$ cat src/include/arr_pkg.sv
// Purpose: Shared constants and carriers for the converter result and trigger register block.
// Assumes: AXI4-Lite with 32-bit data; each byte register sits in the low bits of one word.
// Notes: Register offsets are local choices, since none are printed for these registers.
package arr_pkg;
   // Byte addresses of the register words.
   localparam logic [7:0] OFF_RESULT_LOW  = 8'h00;
   localparam logic [7:0] OFF_RESULT_HIGH = 8'h04;
   localparam logic [7:0] OFF_CONTROL_A   = 8'h08;
   localparam logic [7:0] OFF_CONTROL_B   = 8'h0C;
   localparam logic [7:0] OFF_INPUT_OFF_0 = 8'h10;
   localparam logic [7:0] OFF_INPUT_OFF_1 = 8'h14;
   localparam logic [7:0] OFF_MISC        = 8'h18;
   localparam logic [7:0] OFF_MUX         = 8'h1C;
   localparam logic [7:0] OFF_STATUS      = 8'h20;
   // Field positions.
   localparam int BIT_BIPOLAR     = 7;
   localparam int BIT_CMP_MUX     = 6;
   localparam int BIT_CONV_ON     = 7;
   localparam int BIT_AUTO_TRIG   = 5;
   localparam int BIT_DONE_FLAG   = 4;
   localparam int BIT_LEFT_ALIGN  = 5;
   localparam int BIT_EXT_REF     = 2;
   localparam int BIT_INT_REF_OUT = 1;
   localparam int BIT_ISRC        = 0;
   // Writable masks; zeros are reserved and read as zero.
   localparam logic [7:0] MASK_CONTROL_A  = 8'hB0;
   localparam logic [7:0] MASK_CONTROL_B  = 8'hF7;
   localparam logic [7:0] MASK_INPUT_OFF_1 = 8'h70;
   localparam logic [7:0] MASK_MISC       = 8'h07;
   localparam logic [7:0] MASK_MUX        = 8'h3F;
   localparam logic [7:0] RESET_BYTE      = 8'h00;
   localparam logic [9:0] RESULT_FULL     = 10'h3FF;
   localparam logic [2:0] TRIG_FREE_RUN   = 3'h0;
   localparam int         TRIG_COUNT      = 8;
   localparam logic [1:0] RESP_OKAY       = 2'h0;
   localparam logic [1:0] RESP_SLVERR     = 2'h2;
   // Comparator interrupt mode codes.
   localparam logic [1:0] CMP_TOGGLE      = 2'h0;
   localparam logic [1:0] CMP_FALL        = 2'h2;
   localparam logic [1:0] CMP_RISE        = 2'h3;

   // Raw result handed over by the analog core.
   typedef struct packed {
      logic       done;      // One-cycle pulse, conversion finished.
      logic       negative;  // Negative input exceeded positive input.
      logic [9:0] value;     // Raw magnitude or two's complement value.
   } arr_core_result_type;

   // Reference routing outputs.
   typedef struct packed {
      logic ext_reference_in_on;
      logic int_reference_out_on;
      logic current_source_on;
   } arr_reference_type;
endpackage : arr_pkg

$ cat src/hw/arr_regs.sv
// Purpose: Result registers, auto trigger, input disables and reference control of the converter.
// Assumes: Single clock, synchronous active-high reset, AXI4-Lite slave.
// Notes: Analog core, channel multiplexer and prescaler sit outside.
// How it works
// - Finished conversion loads the result pair.
// - Low read locks result until high read.
// - Right alignment puts bits nine, eight in high bits 1:0.
// - Left alignment puts bits 9:2 high.
// - Result bytes read-only, reset to zero.
// - Unipolar result saturates when negative larger.
// - Bipolar result is two's complement.
// - Control B bit three reads zero.
// - Source select matters only with auto trigger.
// - Rising selected flag starts a conversion.
// - Switching from a clear to a set source triggers.
// - Switching to free running never triggers.
// - Eight trigger source codes decoded.
// - Low channel disables zero port inputs.
// - High channel disables zero port inputs.
// - Misc bits 7:3 read zero.
// - External reference enable selects input pin.
// - Internal reference output enable drives pin.
// - Comparator output follows input comparison.
// - Comparator event on rise, fall or toggle.
// - Alignment change affects layout immediately.
// - Auto trigger starts on selected edges.
`timescale 1ns/1ps
module arr_regs
   import arr_pkg::*;
(
   input  wire logic                i_mclk,
   input  wire logic                i_reset,
   // AXI4-Lite slave.
   input  wire logic [7:0]          i_awaddr,
   input  wire logic                i_awvalid,
   output logic                     o_awready,
   input  wire logic [31:0]         i_wdata,
   input  wire logic [3:0]          i_wstrb,
   input  wire logic                i_wvalid,
   output logic                     o_wready,
   output logic [1:0]               o_bresp,
   output logic                     o_bvalid,
   input  wire logic                i_bready,
   input  wire logic [7:0]          i_araddr,
   input  wire logic                i_arvalid,
   output logic                     o_arready,
   output logic [31:0]              o_rdata,
   output logic [1:0]               o_rresp,
   output logic                     o_rvalid,
   input  wire logic                i_rready,
   // Analog core side.
   input  wire arr_core_result_type i_core,
   input  wire logic                i_core_busy,
   output logic                     o_conv_start,
   output logic                     o_converter_on,
   output logic                     o_bipolar_select,
   output logic [4:0]               o_channel_select,
   output logic                     o_comparator_mux_on,
   output arr_reference_type        o_reference,
   // Trigger flags, index = trigger_source_select code (bit 0 unused).
   input  wire logic [7:0]          i_trigger_flags,
   // Comparator raw input and its mode.
   input  wire logic                i_cmp_pos_higher,
   input  wire logic [1:0]          i_cmp_mode,
   output logic                     o_comparator_out,
   output logic                     o_cmp_event,
   // Port pins, raw and masked.
   input  wire logic [10:0]         i_pin_raw,
   output logic [10:0]              o_pin_read
);

   // Decode an address to the byte register it selects, for both read and write.
   function automatic logic [3:0] reg_sel(input logic [7:0] addr);
      case (addr)
         OFF_RESULT_LOW:  reg_sel = 4'h1;
         OFF_RESULT_HIGH: reg_sel = 4'h2;
         OFF_CONTROL_A:   reg_sel = 4'h3;
         OFF_CONTROL_B:   reg_sel = 4'h4;
         OFF_INPUT_OFF_0: reg_sel = 4'h5;
         OFF_INPUT_OFF_1: reg_sel = 4'h6;
         OFF_MISC:        reg_sel = 4'h7;
         OFF_MUX:         reg_sel = 4'h8;
         OFF_STATUS:      reg_sel = 4'h9;
         default:         reg_sel = 4'h0;
      endcase
   endfunction : reg_sel

   // Software-visible state.
   logic [7:0] conv_control_a, next_conv_control_a;         // Enable, auto trigger, done flag.
   logic [7:0] conv_control_b, next_conv_control_b;         // Bipolar, mux, source select.
   logic [7:0] digital_input_off_0, next_digital_input_off_0;
   logic [7:0] digital_input_off_1, next_digital_input_off_1;
   logic [7:0] analog_misc_control, next_analog_misc_control;
   logic [7:0] mux_control, next_mux_control;               // Alignment and channel select.
   logic [9:0] result, next_result;                         // Stored raw result.
   logic       locked, next_locked;                         // Low byte read, high pending.
   logic       cmp_sync, next_cmp_sync;                     // Synchronised comparator.
   logic       cmp_out, next_cmp_out;
   logic       trig_prev, next_trig_prev;                   // Last selected trigger level.
   // Bus state.
   logic       aw_held, next_aw_held;
   logic       w_held, next_w_held;
   logic [7:0] aw_addr, next_aw_addr;
   logic [7:0] w_byte, next_w_byte;
   logic       w_lane, next_w_lane;
   logic       bvalid, next_bvalid;
   logic [1:0] bresp, next_bresp;
   logic       rvalid, next_rvalid;
   logic [1:0] rresp, next_rresp;
   logic [31:0] rdata, next_rdata;

   logic       auto_on, trig_level, trig_start, do_write, do_read;
   logic [7:0] low_view, high_view, read_byte;
   logic [2:0] src;

   assign auto_on = conv_control_a[BIT_AUTO_TRIG];
   assign src     = conv_control_b[2:0];

   // Selected trigger level; free running uses the done flag of this block.
   always_comb begin
      if (src == TRIG_FREE_RUN) begin
         trig_level = conv_control_a[BIT_DONE_FLAG];
      end else begin
         trig_level = i_trigger_flags[src];
      end
   end

   // A start fires on a rising selected level, only with auto trigger and converter on.
   // One register holds the previous level of whichever source was selected, so a switch from a clear flag onto a set flag reads as an edge,
   // while switching onto free running is masked explicitly.
   always_comb begin
      trig_start = auto_on && conv_control_a[BIT_CONV_ON]
                   && trig_level && !trig_prev;
      // A switch onto free running arms the tracker, so a set done flag is no edge.
      if (next_conv_control_b[2:0] == TRIG_FREE_RUN && src != TRIG_FREE_RUN) begin
         next_trig_prev = 1'b1;
      end else begin
         next_trig_prev = trig_level;
      end
   end

   // Result presentation follows the live alignment bit, not a snapshot.
   always_comb begin
      if (mux_control[BIT_LEFT_ALIGN]) begin
         high_view = result[9:2];
         low_view  = {result[1:0], 6'h00};
      end else begin
         high_view = {6'h00, result[9:8]};
         low_view  = result[7:0];
      end
   end

   assign do_write = aw_held && w_held && !bvalid;
   assign do_read  = i_arvalid && !rvalid;

   // Read multiplexer; reserved bits come back as zero through the masks.
   always_comb begin
      case (reg_sel(i_araddr))
         4'h1:    read_byte = low_view;
         4'h2:    read_byte = high_view;
         4'h3:    read_byte = conv_control_a;
         4'h4:    read_byte = conv_control_b & MASK_CONTROL_B;
         4'h5:    read_byte = digital_input_off_0;
         4'h6:    read_byte = digital_input_off_1 & MASK_INPUT_OFF_1;
         4'h7:    read_byte = analog_misc_control & MASK_MISC;
         4'h8:    read_byte = mux_control;
         4'h9:    read_byte = {6'h00, locked, i_core_busy};
         default: read_byte = RESET_BYTE;
      endcase
   end

   // Next state of registers, lock, bus channels and comparator.
   always_comb begin
      next_conv_control_a      = conv_control_a;
      next_conv_control_b      = conv_control_b;
      next_digital_input_off_0 = digital_input_off_0;
      next_digital_input_off_1 = digital_input_off_1;
      next_analog_misc_control = analog_misc_control;
      next_mux_control         = mux_control;
      next_result              = result;
      next_locked              = locked;
      next_aw_held = aw_held;
      next_w_held  = w_held;
      next_aw_addr = aw_addr;
      next_w_byte  = w_byte;
      next_w_lane  = w_lane;
      next_bvalid  = bvalid;
      next_bresp   = bresp;
      next_rvalid  = rvalid;
      next_rresp   = rresp;
      next_rdata   = rdata;
      next_cmp_sync = i_cmp_pos_higher;
      next_cmp_out  = cmp_sync;
      // Write address and data are taken in either order.
      if (i_awvalid && !aw_held) begin
         next_aw_held = 1'b1;
         next_aw_addr = i_awaddr;
      end
      if (i_wvalid && !w_held) begin
         next_w_held = 1'b1;
         next_w_byte = i_wdata[7:0];
         next_w_lane = i_wstrb[0];
      end
      // Register writes; only byte lane zero carries data.
      if (do_write) begin
         next_aw_held = 1'b0;
         next_w_held  = 1'b0;
         next_bvalid  = 1'b1;
         next_bresp   = (reg_sel(aw_addr) == 4'h0) ? RESP_SLVERR : RESP_OKAY;
         if (w_lane) begin
            case (reg_sel(aw_addr))
               4'h3: begin
                  next_conv_control_a = (w_byte & MASK_CONTROL_A)
                                        | (conv_control_a & ~MASK_CONTROL_A);
                  // Done flag clears by writing one, and is never set by software.
                  next_conv_control_a[BIT_DONE_FLAG] = conv_control_a[BIT_DONE_FLAG]
                                                       & ~w_byte[BIT_DONE_FLAG];
               end
               4'h4: next_conv_control_b      = w_byte & MASK_CONTROL_B;
               4'h5: next_digital_input_off_0 = w_byte;
               4'h6: next_digital_input_off_1 = w_byte & MASK_INPUT_OFF_1;
               4'h7: next_analog_misc_control = w_byte & MASK_MISC;
               4'h8: next_mux_control         = w_byte & MASK_MUX;
               default: next_mux_control      = mux_control;
            endcase
         end
      end
      if (bvalid && i_bready) begin
         next_bvalid = 1'b0;
      end
      // Reads; the low byte locks, the high byte releases.
      if (do_read) begin
         next_rvalid = 1'b1;
         next_rdata  = {24'h000000, read_byte};
         next_rresp  = (reg_sel(i_araddr) == 4'h0) ? RESP_SLVERR : RESP_OKAY;
         if (reg_sel(i_araddr) == 4'h1) begin
            next_locked = 1'b1;
         end
         if (reg_sel(i_araddr) == 4'h2) begin
            next_locked = 1'b0;
         end
      end
      if (rvalid && i_rready) begin
         next_rvalid = 1'b0;
      end
      // New result is stored only while unlocked; the done flag is set either way,
      // and a set wins over a same-cycle clear.
      if (i_core.done) begin
         next_conv_control_a[BIT_DONE_FLAG] = 1'b1;
         if (!locked) begin
            if (!conv_control_b[BIT_BIPOLAR] && i_core.negative) begin
               next_result = RESULT_FULL;
            end else begin
               next_result = i_core.value;
            end
         end
      end
   end

   // Register every state element except cmp_prev.
   always_ff @(posedge i_mclk) begin
      if (i_reset) begin
         conv_control_a      <= RESET_BYTE;
         conv_control_b      <= RESET_BYTE;
         digital_input_off_0 <= RESET_BYTE;
         digital_input_off_1 <= RESET_BYTE;
         analog_misc_control <= RESET_BYTE;
         mux_control         <= RESET_BYTE;
         result              <= '0;
         locked              <= 1'b0;
         cmp_sync            <= 1'b0;
         cmp_out             <= 1'b0;
         trig_prev           <= 1'b0;
         aw_held <= 1'b0;
         w_held  <= 1'b0;
         aw_addr <= RESET_BYTE;
         w_byte  <= RESET_BYTE;
         w_lane  <= 1'b0;
         bvalid  <= 1'b0;
         bresp   <= RESP_OKAY;
         rvalid  <= 1'b0;
         rresp   <= RESP_OKAY;
         rdata   <= '0;
      end else begin
         conv_control_a      <= next_conv_control_a;
         conv_control_b      <= next_conv_control_b;
         digital_input_off_0 <= next_digital_input_off_0;
         digital_input_off_1 <= next_digital_input_off_1;
         analog_misc_control <= next_analog_misc_control;
         mux_control         <= next_mux_control;
         result              <= next_result;
         locked              <= next_locked;
         cmp_sync            <= next_cmp_sync;
         cmp_out             <= next_cmp_out;
         trig_prev           <= next_trig_prev;
         aw_held <= next_aw_held;
         w_held  <= next_w_held;
         aw_addr <= next_aw_addr;
         w_byte  <= next_w_byte;
         w_lane  <= next_w_lane;
         bvalid  <= next_bvalid;
         bresp   <= next_bresp;
         rvalid  <= next_rvalid;
         rresp   <= next_rresp;
         rdata   <= next_rdata;
      end
   end

   // Comparator event detection on the synchronised output.
   logic cmp_prev;
   always_ff @(posedge i_mclk) begin
      if (i_reset) begin
         cmp_prev <= 1'b0;
      end else begin
         cmp_prev <= cmp_out;
      end
   end
   always_comb begin
      case (i_cmp_mode)
         CMP_TOGGLE: o_cmp_event = cmp_out ^ cmp_prev;
         CMP_FALL:   o_cmp_event = !cmp_out && cmp_prev;
         CMP_RISE:   o_cmp_event = cmp_out && !cmp_prev;
         default:    o_cmp_event = 1'b0;
      endcase
   end

   // Port input masking by the digital input disables.
   assign o_pin_read[7:0]  = i_pin_raw[7:0] & ~digital_input_off_0;
   assign o_pin_read[10:8] = i_pin_raw[10:8] & ~digital_input_off_1[6:4];

   assign o_conv_start        = trig_start;
   assign o_converter_on      = conv_control_a[BIT_CONV_ON];
   assign o_bipolar_select    = conv_control_b[BIT_BIPOLAR];
   assign o_comparator_mux_on = conv_control_b[BIT_CMP_MUX];
   assign o_channel_select    = mux_control[4:0];
   assign o_reference.ext_reference_in_on  = analog_misc_control[BIT_EXT_REF];
   assign o_reference.int_reference_out_on = analog_misc_control[BIT_INT_REF_OUT];
   assign o_reference.current_source_on    = analog_misc_control[BIT_ISRC];
   assign o_comparator_out = cmp_out;
   assign o_awready = !aw_held;
   assign o_wready  = !w_held;
   assign o_bvalid  = bvalid;
   assign o_bresp   = bresp;
   assign o_arready = !rvalid;
   assign o_rvalid  = rvalid;
   assign o_rdata   = rdata;
   assign o_rresp   = rresp;
endmodule : arr_regs

$ cat config.mk
export PLATFORM = sky130hd
export DESIGN_NAME = arr_regs
export DESIGN_NICKNAME = d
export VERILOG_FILES = /design/src/include/arr_pkg.sv /design/src/hw/arr_regs.sv
export SDC_FILE = /design/constraint.sdc
export NUM_CORES = 1
export LEC_CHECK = 0
export ABC_CLOCK_PERIOD_IN_PS = 4260
export BUFFER_PORTS_ARGS = -buffer_cell sky130_fd_sc_hd__buf_2
export CAP_MARGIN = 30
export CORE_MARGIN = 5
export CORE_UTILIZATION = 51
export DETAILED_ROUTE_END_ITERATION = 12
export MAX_ROUTING_LAYER = met4
export PLACE_DENSITY_LB_ADDON = 0.2
export SYNTH_ARGS = -nofsm -noshare
export SYNTH_HDL_FRONTEND = slang
export SYNTH_SLANG_ARGS = --single-unit
$ cat constraint.sdc
create_clock -name i_mclk -period 4.26 [get_ports i_mclk]
set_input_delay 0.213 -clock i_mclk [delete_from_list [all_inputs] [get_ports i_mclk]]
set_output_delay 0.213 -clock i_mclk [all_outputs]
set_load 0.1 [all_outputs]
Word-level counts from Yosys, hierarchy flattened
Index checks and enable logic that the tools add are counted.
- eq/ne operators: 35
- bitwise operators: 9
- magnitude comparators: 1
- mux-type cells: 26
- reductions and logical operators: 46
- operators by type and width (cell ; number):
    4-bit one-hot mux with 9 select lines ; 2
    8-bit one-hot mux with 9 select lines ; 1
    8-bit by 5-bit equality test with 1-bit output, second input constant ; 8
    4-bit by 3-bit equality test with 1-bit output, second input constant ; 8
    8-bit by 4-bit equality test with 1-bit output, second input constant ; 4
    3-bit AND reduction ; 7
    4-bit by 2-bit equality test with 1-bit output, second input constant ; 4
    8-bit by 3-bit equality test with 1-bit output, second input constant ; 2
    8-bit by 6-bit equality test with 1-bit output, second input constant ; 2
    8-bit zero test ; 2
    4-bit two-way mux ; 4
    8-bit two-way mux ; 2
    5-bit two-way mux ; 3
    1-bit logical AND ; 14
    4-bit equality test, second input constant ; 3
    10-bit two-way mux ; 1
    3-bit two-way mux ; 3
    8-bit AND ; 1
    4-bit by 1-bit equality test with 1-bit output, second input constant ; 2
    1-bit zero test ; 8
    4-bit zero test ; 2
    8-bit inverter ; 1
    8-bit by 7-bit bitwise OR with 8-bit output ; 1
    2-bit nonzero test ; 4
    other kinds (16) ; 28
- bits of input ports: 94
- word-level logic and storage cells: 141
- register bits after elaboration: 83

Depth between registers and ports, before layout
- depth in word-level cells: 11
- mapped depth: 7

Least setup slack after synthesis
No wires, ideal clock.
- path kind: reg2out
- from: reg conv_control_a[7]
- to: out o_conv_start
- slack: 0.926 ns
- arrival: 3.121 ns
- buffers on the path: 0
- cell stages (with the launch flop): 3
- path through: dfxtp_1 -> nand2_1 -> nor3_1
- cells in the longest elaborated chain, start to end: 3
- RTL lines (what ; RTL line ; text):
    from (decl) ; arr_regs.sv:89 ; logic [7:0] conv_control_a, next_conv_control_a;
    from (signal assigned) ; arr_regs.sv:285 ; conv_control_a <= next_conv_control_a;
    1-bit logical AND ; arr_regs.sv:132 ; trig_start = auto_on && conv_control_a[BIT_CONV_ON]
    1-bit logical AND (2 in series) ; arr_regs.sv:133 ; && trig_level && !trig_prev;
    to (decl) ; arr_regs.sv:54 ; output logic o_conv_start,
No other way between the ends.

Final worst setup path
- from: reg conv_control_b[0]
- to: out o_conv_start
- cells in the longest elaborated chain, start to end: 5
- elaborated cells between the ends (all ways): 6
- RTL lines (what ; RTL line ; text):
    from (decl) ; arr_regs.sv:90 ; logic [7:0] conv_control_b, next_conv_control_b;
    from (signal assigned) ; arr_regs.sv:286 ; conv_control_b <= next_conv_control_b;
    1-bit binary-select mux with 3-bit select ; arr_regs.sv:124 ; trig_level = i_trigger_flags[src];
    1-bit two-way mux (implied by the code) ; arr_regs.sv:124 ;
    1-bit two-way mux * ; arr_regs.sv:121 ; if (src == TRIG_FREE_RUN) begin
    1-bit logical AND * (2 in series) ; arr_regs.sv:133 ;
Mark *: on every way between the ends. The rest lies on a longest branch, timed or not. The select of a mux whose other input is x is not followed.

==> impl_metrics.toml <==
[logic_synthesis]
postSynthAreaPerCell_sq_um = 8.618
ys.flop_type = "dfxtp_1"
yosys-top-cells-count = "nor2_1, dfxtp_1, mux2i_1"
yosysWarningCount = 0
synth.largest_area_cell = "dfxtp_1"
syn-cell-area_sq_mm = 0.003689
synthCells = 428
synth_cell_types = 48
ys_seq_area_frac = 0.4125
synth_seq_cells = 76
synth.most_common_cell = "nor2_1"
async_flop_share = 0
synth_edf_count = 0
synth_area_leaders = "dfxtp_1, mux2i_1, nor2_1"
yosysTopAreaCellShare = 0.4125

[routing]
wire_per_inst_um = 14.73
avgViaCountPerCell = 5.229
vias = 3263
drtAntennaViolNets = 0
wl_mm = 9.191
drtIter0Drc = 211
dr.pass1.iters = 4
drt_drc_violations_left = 0

[timing]
max_freq_mhz = 466.8
min_period_ns = 2.142
hold_viol_final = 0
clock_skew_ns = 0.008858
tns_ns = 0
worst_pin_slew_ns = 0.9061
maxSlewViolCount = 0
holdWs_ns = 0.06759
rsz0062_at_grt = "false"
setup_viol = 0
slew-limit-headroom = 0.3947
post-route-period-util = 0.5028

[power_and_ir_drop]
p_leak_uw = 0.001890
ir_drop_mv = 0.2077
p_per_area_mw_per_mm2 = 383.2

[global_route]
antenna_found_initial = 0
gr-total-overflow = 0
grt_max_degree = 58
track_usage = 0.2126
grt_pass1_vias = 3006
grt_pass1_wl_mm = 14.46

[critical_path]
cp-start-kind = "flip-flop"
r2r_end = "digital_input_off_0[4]$_SDFFE_PP0P_"
r2r-start = "aw_addr[0]$_SDFFE_PP0P_"
worst-setup-path-type = "flip-flop to output pin"
r2r_setup_slack_ns = 2.15
crit_required_ns = 4.05
worstPathMaxFanout = 5
worstPathArrival_ns = 1.93
cp-end-kind = "output pin"
reg2reg_depth = 5

[clock_tree]
cts_buffers = 9
htree_num_levels = 3
clock_latency_ns = 0.34
ctsResizeCount = 0
clkSlewWorstSetupHoldPaths_ns = 0.08
cts_root_buffer = "clkbuf_8"
cts_setup_buffers = 0
holdBufCountCts = 0
cts_tree = "built"
cts.sinks = 76
cts_buffer_depth = 2

[floorplanning]
dieHeight_um = 95.05
die_area_sq_mm = 0.009034
core_area_sq_mm = 0.007137
ios = 160
start_util = 0.5168
die_x_um = 95.05
rows = 31

[run]
cap_violations = 0

[cells_and_area]
n_antenna_cell = 0
nNetsFinal = 616
fillers = 694
areaGrowthSynthToFinish_pct = 18.15
layout-drive-gt1-share = 0.2533

[status]
status = "finished clean"

[hold_path]
whs_path_depth = 2
hp-start = "i_awvalid"
holdCritPathClass = "input port to flip-flop"
hold_end = "aw_held$_SDFFE_PP0P_"

[place]
hpwl_mm = 6.922
port_buffers = 105
place_congestion = 0.9200
## final cells by class
cell class	count	area (sq um)	share of cell area
inverter	7	26.28	0.006029
clock buffer	9	123.9	0.02842
multi-input combinational	319	1918	0.4401
sequential	76	1521	0.3491
tap	99	123.9	0.02842
timing repair buffer	107	553.0	0.1269
clock inverter	7	91.34	0.02096
## kinds of logic after synthesis
logic type / count (synthesis) / synth area share
buffers and inverters: 58 / 0.09294
AND/OR/NAND/NOR: 185 / 0.2415
adder cells (fa/ha/maj): 2 / 0.006783
other: 1 / 0.001017
flip-flops: 76 / 0.4125
AO/OA/AOI/OAI: 57 / 0.1041
multiplexers: 49 / 0.1411
## cells in the final DEF (no fill, tap or decap), drive strengths merged, types with 3 or more instances in the layout
master	n
a21oi	21
conb	26
buf	107
o31ai	4
or3	4
inv	7
dfxtp	76
nor2	78
and3	3
mux2i	43
nor2b	20
clkinv	4
a22oi	4
a32oi	3
nand4	3
nand2b	4
o22ai	4
nor3	18
a221oi	9
nor3b	4
o21ai	4
clkbuf	9
mux2	4
nand2	36
## worst max-delay path by stage
stage / start / endpoint / slack (ns) / depth (start not counted)
after floorplan: conv_control_a[7]$_SDFFE_PP0P_ / o_conv_start / 0.93 / 2
after global placement: i_araddr[1] / o_rdata[7]$_SDFFE_PP0P_ / 2.12 / 5
after detailed placement: i_araddr[1] / o_rdata[5]$_SDFFE_PP0P_ / 2.08 / 5
after CTS: conv_control_b[0]$_SDFF_PP0_ / o_conv_start / 2.10 / 4
after global routing: aw_addr[0]$_SDFFE_PP0P_ / trig_prev$_SDFF_PP0_ / 1.96 / 5
final: conv_control_b[0]$_SDFF_PP0_ / o_conv_start / 2.12 / 4
## stage by stage
stage,instances,worst slack (ns),power [uW],util,instance area (sq um)
after global placement,607,2.123,1086,0.5777,4123
after floorplan,453,0.9264,1045,-,3782
after detailed placement,607,2.081,1092,0.5777,4123
after CTS,623,2.103,1679,0.6078,4338
after global routing,624,1.960,1733,0.6106,4358
final,624,2.118,1670,0.6106,4358
## state kept, by name, indices dropped and copies added, names as in the netlist, 3 cells and up
| signal | count |
|---|---|
| w_byte | 8 |
| aw_addr | 8 |
| digital_input_off_0 | 8 |
| analog_misc_control | 3 |
| mux_control | 6 |
| digital_input_off_1 | 3 |
| conv_control_b | 7 |
| conv_control_a | 3 |
| o_rdata | 8 |
| result | 10 |
## power by group
group / switching, uW / leakage (uW) / internal (uW)
registers: 23.7 / 0.000620 / 734
clock network: 264 / 0.000109 / 328
logic: 255 / 0.00116 / 66.0
## metal layers
metal,global-route usage,wire length [um],vias to the layer above,share of wire
li1,-,-,1621,-
met2,0.3171,4190,115,0.46
met5,-,0,-,0
met4,0.08413,172,0,0.019
met1,0.2905,4270,1512,0.46
met3,0.03236,557,15,0.061
## critical path: stages, from the launching register on
cell     delay, ns
dfxtp_1       0.50
mux4_2        0.54
mux2i_1       0.19
nor3_1        0.07
buf_2         0.29
(Power assumes the default switching activity.)
